===== config.mk =====
export PLATFORM = sky130hd
export DESIGN_NAME = pbhc_handoff_ctrl
export DESIGN_NICKNAME = d
export VERILOG_FILES = /design/src/rtl/pbhc_pkg.sv /design/src/rtl/pbhc_pulse_stretch.sv /design/src/rtl/pbhc_handoff_ctrl.sv
export SDC_FILE = /design/constraint.sdc
export NUM_CORES = 1
export LEC_CHECK = 0
export ABC_AREA = 0
export BUFFER_PORTS_ARGS = -buffer_cell sky130_fd_sc_hd__buf_2
export CAP_MARGIN = 20
export CORE_ASPECT_RATIO = 1.25
export CORE_MARGIN = 3
export CORE_UTILIZATION = 40
export CTS_CLUSTER_SIZE = 24
export DETAILED_ROUTE_END_ITERATION = 12
export PLACE_DENSITY = 0.8
export SLEW_MARGIN = 30
export SYNTH_ARGS = -nofsm -noshare
export SYNTH_HDL_FRONTEND = slang
export SYNTH_SLANG_ARGS = --single-unit

===== constraint.sdc =====
create_clock -name clk -period 4 [get_ports clk]
set_input_delay 0.4 -clock clk [delete_from_list [all_inputs] [get_ports clk]]
set_output_delay 0.4 -clock clk [all_outputs]
set_load 0.1 [all_outputs]

===== src/rtl/pbhc_pkg.sv =====
package pbhc_pkg;
   localparam int          ADDR_W        = 11;
   localparam int          BUF_SIZE      = 2048;
   localparam logic [11:0] TX_TOP        = 12'h800;
   localparam int          BIT_POR       = 0;
   localparam int          BIT_TXSW      = 3;
   localparam int          BIT_RXASW     = 4;
   localparam int          BIT_RXBSW     = 5;
   localparam int          BIT_INTEN     = 6;
   localparam int          BIT_DLCRST    = 7;
   localparam int          BIT_ORDER     = 2;
   localparam int          BIT_XSEL      = 7;
   localparam logic [7:0]  AUX_RESET     = 8'h01;
   localparam logic [3:0]  COLL_LIMIT    = 4'hF;
   localparam logic [1:0]  HDR_DATA_OFS  = 2'h2;
   localparam int          IRQ_PULSE_NS  = 600;
   localparam int          CLK_NS        = 100;
   localparam int          IRQ_PULSE_CYC = (IRQ_PULSE_NS + CLK_NS - 1) / CLK_NS;
   typedef enum logic [1:0] {
      PBHC_IDLE = 2'b00,
      PBHC_SEND = 2'b01,
      PBHC_WAIT = 2'b11
   } pbhc_tx_t;
endpackage : pbhc_pkg


===== src/rtl/pbhc_pulse_stretch.sv =====
`timescale 1ns/100ps
`default_nettype none
module pbhc_pulse_stretch #(
   parameter int CYCLES = 7
) (
   // clock and reset
   input  wire logic clk,
   input  wire logic rst_n,
   // event and stretched output
   input  wire logic trig,
   output var  logic pulse
);
   localparam int CW = $clog2(CYCLES + 1);
   logic [CW-1:0] countReg;

   initial begin
      if (CYCLES < 1) $error("CYCLES must be at least 1");
   end

   always_ff @(posedge clk or negedge rst_n) begin
      if (!rst_n) begin
         countReg <= '0;
      end else if (trig) begin
         countReg <= CW'(CYCLES);
      end else if (countReg != '0) begin
         countReg <= countReg - 1'b1;
      end
   end

   assign pulse = (countReg != '0);
endmodule // pbhc_pulse_stretch
`default_nettype wire


===== src/rtl/pbhc_handoff_ctrl.sv =====
`timescale 1ns/100ps
`default_nettype none
module pbhc_handoff_ctrl (
   // clock and reset
   input  wire logic                          clk,
   input  wire logic                          rst_n,
   // host auxiliary command write
   input  wire logic                          auxWrite,
   input  wire logic [7:0]                    auxData,
   // host pointer and collision counter writes
   input  wire logic                          txPtrWrite,
   input  wire logic [pbhc_pkg::ADDR_W-1:0]   txPtrData,
   input  wire logic                          collCountClear,
   // host buffer access
   input  wire logic                          hostTxAccess,
   input  wire logic                          hostRxAAccess,
   input  wire logic                          hostRxBAccess,
   output logic                               hostTxGrant,
   output logic                               hostRxAGrant,
   output logic                               hostRxBGrant,
   // transmit command enables
   input  wire logic                          collIntEnable,
   input  wire logic                          coll16IntEnable,
   // data link controller transmit side
   output logic                               dlcTxStart,
   output logic [pbhc_pkg::ADDR_W-1:0]        dlcTxPtr,
   input  wire logic                          dlcTxDone,
   input  wire logic                          dlcCollision,
   // data link controller receive side
   input  wire logic                          dlcRxDone,
   input  wire logic [4:0]                    dlcRxStatus,
   input  wire logic [pbhc_pkg::ADDR_W-1:0]   dlcRxEnd,
   output logic                               rxHdrWrite,
   output logic                               rxHdrSelB,
   output logic [pbhc_pkg::ADDR_W-1:0]        rxHdrAddr,
   output logic [7:0]                         rxHdrByte,
   output logic [pbhc_pkg::ADDR_W-1:0]        rxDataStart,
   // transceiver selection
   input  wire logic                          xcvrSwitchPin,
   input  wire logic                          extCollision,
   input  wire logic                          intCollision,
   output logic                               useIntegral,
   // status to host
   output logic [7:0]                         auxStatus,
   output logic [1:0]                         txStatus,
   output logic [3:0]                         collCount,
   output logic                               hostIrq
);
   import pbhc_pkg::*;

   logic       xselMeta;
   logic       xselReg;
   logic [7:0] auxReg;
   logic       orderReg;
   logic [3:0] collReg;
   logic       collSeenReg;
   logic       coll16Reg;
   logic       hdrPendReg;
   logic       hdrBReg;
   logic [7:0] hdrLowReg;
   logic [ADDR_W-1:0] startReg;
   logic [ADDR_W-1:0] ptrReg;
   pbhc_tx_t   txState;
   logic       collEvt;
   logic       rxGood;
   logic       rxToA;
   logic       rxToB;
   logic       irqTrig;
   logic       txEnd;

   function automatic logic wr1(input logic [7:0] d, input int b);
      return auxWrite && d[b];
   endfunction

   // selection switch synchroniser
   always_ff @(posedge clk or negedge rst_n) begin
      if (!rst_n) begin
         xselMeta <= 1'b0;
         xselReg  <= 1'b0;
      end else begin
         xselMeta <= xcvrSwitchPin;
         xselReg  <= xselMeta;
      end
   end
   assign useIntegral = xselReg;
   // selected path, integral or external: own transmit collisions only
   assign collEvt = (txState == PBHC_SEND) &&
                    (xselReg ? intCollision : extCollision)
                    && dlcCollision;

   assign rxToA  = auxReg[BIT_RXASW];
   assign rxToB  = auxReg[BIT_RXBSW] && !rxToA;
   assign rxGood = dlcRxDone && (rxToA || auxReg[BIT_RXBSW]);
   assign txEnd  = (txState == PBHC_SEND) &&
                   (dlcTxDone || (collEvt && collReg == COLL_LIMIT));

   // auxiliary command register
   always_ff @(posedge clk or negedge rst_n) begin
      if (!rst_n) begin
         auxReg <= AUX_RESET;
      end else begin
         auxReg[BIT_DLCRST] <= auxWrite ? auxData[BIT_DLCRST]
                                        : auxReg[BIT_DLCRST];
         auxReg[BIT_INTEN]  <= auxWrite ? auxData[BIT_INTEN]
                                        : auxReg[BIT_INTEN];
         auxReg[1]          <= auxWrite ? auxData[1] : auxReg[1];
         auxReg[2]          <= 1'b0;
         if (wr1(auxData, BIT_POR))
            auxReg[BIT_POR] <= 1'b0;
         // set wins over clear
         if (wr1(auxData, BIT_TXSW))
            auxReg[BIT_TXSW] <= 1'b1;
         else if (txEnd)
            auxReg[BIT_TXSW] <= 1'b0;
         if (wr1(auxData, BIT_RXASW))
            auxReg[BIT_RXASW] <= 1'b1;
         else if (rxGood && rxToA)
            auxReg[BIT_RXASW] <= 1'b0;
         if (wr1(auxData, BIT_RXBSW))
            auxReg[BIT_RXBSW] <= 1'b1;
         else if (rxGood && rxToB)
            auxReg[BIT_RXBSW] <= 1'b0;
      end
   end

   // arrival order: set when A fills after B has filled, cleared when A fills while B still granted
   always_ff @(posedge clk or negedge rst_n) begin
      if (!rst_n) begin
         orderReg <= 1'b0;
      end else if (rxGood) begin
         orderReg <= rxToB && auxReg[BIT_RXASW] == 1'b0 &&
                     !orderReg ? 1'b0 : orderReg;
         if (rxToA)
            orderReg <= !auxReg[BIT_RXBSW] ? 1'b1 : 1'b0;
         else
            orderReg <= auxReg[BIT_RXASW] ? 1'b1 : orderReg;
      end
   end

   // transmit sequencing and retry
   always_ff @(posedge clk or negedge rst_n) begin
      if (!rst_n) begin
         txState <= PBHC_IDLE;
      end else begin
         case (txState)
            PBHC_IDLE: begin
               if (auxReg[BIT_TXSW])
                  txState <= PBHC_SEND;
            end
            PBHC_SEND: begin
               if (txEnd)
                  txState <= PBHC_IDLE;
               else if (collEvt)
                  txState <= PBHC_WAIT;
            end
            PBHC_WAIT: begin
               txState <= PBHC_SEND;
            end
            default: txState <= PBHC_IDLE;
         endcase
      end
   end
   assign dlcTxStart = (txState == PBHC_IDLE && auxReg[BIT_TXSW]) ||
                       txState == PBHC_WAIT;

   // transmit pointer and restore on retry
   always_ff @(posedge clk or negedge rst_n) begin
      if (!rst_n) begin
         startReg <= '0;
         ptrReg   <= '0;
      end else if (txPtrWrite && !auxReg[BIT_TXSW]) begin
         startReg <= txPtrData;
         ptrReg   <= txPtrData;
      end else if (collEvt) begin
         ptrReg   <= startReg;
      end
   end
   assign dlcTxPtr = ptrReg;

   // collision count and status
   always_ff @(posedge clk or negedge rst_n) begin
      if (!rst_n) begin
         collReg     <= '0;
         collSeenReg <= 1'b0;
         coll16Reg   <= 1'b0;
      end else begin
         if (collEvt)
            collReg <= collReg + 1'b1;
         else if (collCountClear)
            collReg <= '0;
         if (collEvt)
            collSeenReg <= 1'b1;
         else if (wr1(auxData, BIT_TXSW) && !auxReg[BIT_TXSW])
            collSeenReg <= 1'b0;
         if (collEvt && collReg == COLL_LIMIT)
            coll16Reg <= 1'b1;
         else if (wr1(auxData, BIT_TXSW) && !auxReg[BIT_TXSW])
            coll16Reg <= 1'b0;
      end
   end
   assign collCount = collReg;
   assign txStatus  = {coll16Reg, collSeenReg};

   // receive header write: byte 0 then byte 1
   always_ff @(posedge clk or negedge rst_n) begin
      if (!rst_n) begin
         hdrPendReg <= 1'b0;
         hdrBReg    <= 1'b0;
         hdrLowReg  <= '0;
         rxHdrWrite <= 1'b0;
         rxHdrSelB  <= 1'b0;
         rxHdrAddr  <= '0;
         rxHdrByte  <= '0;
      end else begin
         rxHdrWrite <= 1'b0;
         if (rxGood) begin
            rxHdrWrite <= 1'b1;
            rxHdrSelB  <= rxToB;
            rxHdrAddr  <= '0;
            rxHdrByte  <= {dlcRxStatus, dlcRxEnd[10:8]};
            hdrPendReg <= 1'b1;
            hdrBReg    <= rxToB;
            hdrLowReg  <= dlcRxEnd[7:0];
         end else if (hdrPendReg) begin
            rxHdrWrite <= 1'b1;
            rxHdrSelB  <= hdrBReg;
            rxHdrAddr  <= ADDR_W'(1);
            rxHdrByte  <= hdrLowReg;
            hdrPendReg <= 1'b0;
         end
      end
   end
   assign rxDataStart = ADDR_W'(HDR_DATA_OFS);

   // host buffer access only while not granted
   assign hostTxGrant  = hostTxAccess  && !auxReg[BIT_TXSW];
   assign hostRxAGrant = hostRxAAccess && !auxReg[BIT_RXASW];
   assign hostRxBGrant = hostRxBAccess && !auxReg[BIT_RXBSW];

   assign auxStatus = {xselReg, auxReg[6:3], orderReg,
                       auxReg[1], auxReg[BIT_POR]};

   // host interrupt
   assign irqTrig = auxReg[BIT_INTEN] &&
                    (rxGood ||
                     (collEvt && collReg == '0 && collIntEnable) ||
                     (collEvt && collReg == COLL_LIMIT
                      && coll16IntEnable));

   pbhc_pulse_stretch #(
      .CYCLES (IRQ_PULSE_CYC)
   ) uIrq (
      .clk   (clk),
      .rst_n (rst_n),
      .trig  (irqTrig),
      .pulse (hostIrq)
   );
endmodule // pbhc_handoff_ctrl
`default_nettype wire


==> results.sh <==
export IMPL_syn_avg_cell_area_um2=11.5
export IMPL_grt_usage=0.139
export IMPL_status="complete, no violations"
export IMPL_synth_top_family_by_area="multiplexers"
export IMPL_ff2ff_path_depth=3
export IMPL_synth_cells=256
export IMPL_synthFlopType="dfrtp_1"
export IMPL_hp_class="in -> async"
export IMPL_gp_congestion=0.697
export IMPL_max_clock_path_buffers=2
export IMPL_dieWidth_um=82.6
export IMPL_nNetsFinal=405
export IMPL_synth_edf_count=0
export IMPL_setup_viol=0
export IMPL_routed_wl_mm=5.66
export IMPL_cap_violations=0
export IMPL_power_leakage_nw=1.84
export IMPL_crit_arrival_ns=1.61
export IMPL_path_class="reg -> out"
export IMPL_rsz0062_at_grt="false"
export IMPL_clkTransAtPathRegs_ns=0.07
export IMPL_required_ns=3.60
export IMPL_multi_input_area_mm2=0.00115
export IMPL_drc=0
export IMPL_cts_sinks=63
export IMPL_clk_latency_ns=0.33
export IMPL_postCtsSetupBuffers=0
export IMPL_slew_limit_headroom=0.531
export IMPL_grt_pass1_wl_mm=8.87
export IMPL_die_area_mm2=0.00841
export IMPL_slew_violations=0
export IMPL_synth_warnings=0
export IMPL_cts_htree_levels=3
export IMPL_ys_seq_elements=63
export IMPL_antenna_found_initial=0
export IMPL_portBuffers=90
export IMPL_synthSimpleGateAreaFrac=0.0989
export IMPL_max_vdd_ir_drop_mv=0.508
export IMPL_vias=2006
export IMPL_grt_pass1_vias=1975
export IMPL_grt_overflow=0
export IMPL_synthMuxAreaShare=0.162
export IMPL_hold_viol=0
export IMPL_io_pins=114
export IMPL_synthAdderAreaFrac=0.0341
export IMPL_worstMarginPinSlew_ns=0.703
export IMPL_n_fill_cell=677
export IMPL_finClkSkew_ns=0.00750
export IMPL_max_freq_mhz=497
export IMPL_worstPathMaxFanout=4
export IMPL_cts_resized=0
export IMPL_diodes=0
export IMPL_root_buffer="clkbuf_8"
export IMPL_hold_buffers=0
export IMPL_die_height_um=102
export IMPL_cts_buffers=9
export IMPL_seq_area_frac_synth=0.538
export IMPL_regArea_mm2=0.00158
export IMPL_cellPowerDensity_mw_per_mm2=875
export IMPL_hold_ws_ns=0.118
export IMPL_tns_ns=0
export IMPL_synth_xor_area_frac=0.00298
export IMPL_via_per_inst=4.55
export IMPL_drive_gt1_frac=0.405
export IMPL_cts_tree="built"
export IMPL_cp_start_kind="register"
export IMPL_synth_cell_types=35
export IMPL_cp_end_kind="output pin"
export IMPL_core_area_mm2=0.00706
export IMPL_postRouteAntennaNets=0
export IMPL_dp_slack_ns=2.13
export IMPL_async_reset_ff_frac=1.00
export IMPL_grt_max_degree=33
export IMPL_synth_compound_area_frac=0.0652
export IMPL_r2r_end="dlcTxPtr[0]"
export IMPL_synthesis_area_mm2=0.00294
export IMPL_r2r_start="auxReg[3]"
export IMPL_drtIter0Drc=70
export IMPL_layout_setup_ws_ns=1.99
export IMPL_row_count=34
export IMPL_routedWlPerCell_um=12.8
export IMPL_dpl_hpwl_mm=4.25
export IMPL_areaGrowthSynthToFinish_pct=20.8
export IMPL_fin_crit_sh=0.503
export IMPL_dr_pass1_iters=4
export IMPL_finalCriticalPeriod_ns=2.01
export IMPL_reg2reg_slack_ns=2.13
export IMPL_start_util=0.416
-- sequential cells by signal (all words and copies together), names as in the netlist, 2 cells and up --
| name | cells |
|---|---|
| collCount | 4 |
| txState | 2 |
| auxReg | 6 |
| dlcTxPtr | 11 |
| rxHdrByte | 8 |
| uIrq.countReg | 3 |
| startReg | 11 |
| hdrLowReg | 8 |
-- metal layers --
metal,GRT usage,vias to the layer above,share of wire
li1,-,976,-
met1,0.160,953,0.40
met2,0.239,70,0.52
met3,0.0329,7,0.064
met4,0.0642,0,0.013
met5,0,-,0
-- layout make-up --
cell class / count / area share
clock buffers: 9 / 0.0349
well taps: 90 / 0.0317
clock inverters: 7 / 0.0205
flip-flops and latches: 63 / 0.445
repair buffers: 92 / 0.131
multi-input cells: 167 / 0.323
inverters: 13 / 0.0138
-- cell usage in the layout, fill, tap and decap left out, types with 4 or more instances in the layout --
| master | instances |
|---|---|
| buf_2 | 90 |
| nor2_1 | 6 |
| ha_1 | 8 |
| dfrtp_1 | 62 |
| mux2i_1 | 11 |
| a21oi_1 | 4 |
| mux2_2 | 18 |
| conb_1 | 21 |
| nand2_1 | 45 |
| inv_1 | 13 |
| mux2_4 | 10 |
| nor2b_1 | 6 |
| o21ai_0 | 16 |
| clkbuf_8 | 9 |
-- Yosys cell counts, types with 2 or more instances --
master	count	area (µm²)
dfrtp_1	62	1550
nand2_1	45	169
buf_4	25	188
mux2_2	18	203
o21ai_0	16	80.1
inv_1	13	48.8
mux2i_1	11	110
mux2_4	10	150
ha_1	8	100
nor2_1	6	22.5
nor2b_1	6	37.5
a21oi_1	4	20.0
buf_2	4	20.0
a21boi_0	2	15.0
a22o_1	2	17.5
a31oi_1	2	12.5
buf_6	2	22.5
conb_1	2	7.51
o31ai_1	2	15.0
-- through the flow --
| step | area (µm²) | cells | power, mW | utilization |
|---|---|---|---|---|
| 3_5_place_dp | 3350 | 425 | 2.59 | 0.474 |
| 4_1_cts | 3550 | 441 | 3.15 | 0.502 |
| 3_3_place_gp | 3350 | 425 | 2.55 | 0.474 |
| 5_1_grt | 3550 | 441 | 3.26 | 0.502 |
| 6_report | 3550 | 441 | 3.11 | 0.502 |
| 2_1_floorplan | 3010 | 275 | 2.37 | - |
-- worst max-delay path, stage by stage, from the launching register on --
cell     delay, ns
dfrtp_1       0.40
inv_1         0.09
ha_1          0.16
nor2b_1       0.28
inv_1         0.07
buf_2         0.29
-- kinds of logic after synthesis --
logic type | count (synthesis)
simple gates | 65
flops | 63
buf+inv | 45
mux | 40
compound gates | 32
fa+ha+maj | 8
other cells | 2
xor+xnor | 1
-- where the power goes --
part | internal (mW) | switching [mW]
Combinational | 0.389 | 1.23
Sequential | 0.839 | 0.112
Clock | 0.288 | 0.250
Total | 1.52 | 1.59
-- worst max-delay path by stage --
stage	startpoint	endpoint	slack, ns	cells past startpoint
floorplan	auxReg[3]	hostTxGrant	1.32	1
global placement	txPtrWrite	dlcTxPtr[0]	2.08	4
detailed placement	txPtrWrite	dlcTxPtr[0]	2.13	4
CTS	uIrq.countReg[0]	hostIrq	1.96	5
global route	uIrq.countReg[0]	hostIrq	1.86	5
finish	uIrq.countReg[0]	hostIrq	1.99	5
Note: power is estimated with default switching activity, not from simulation.
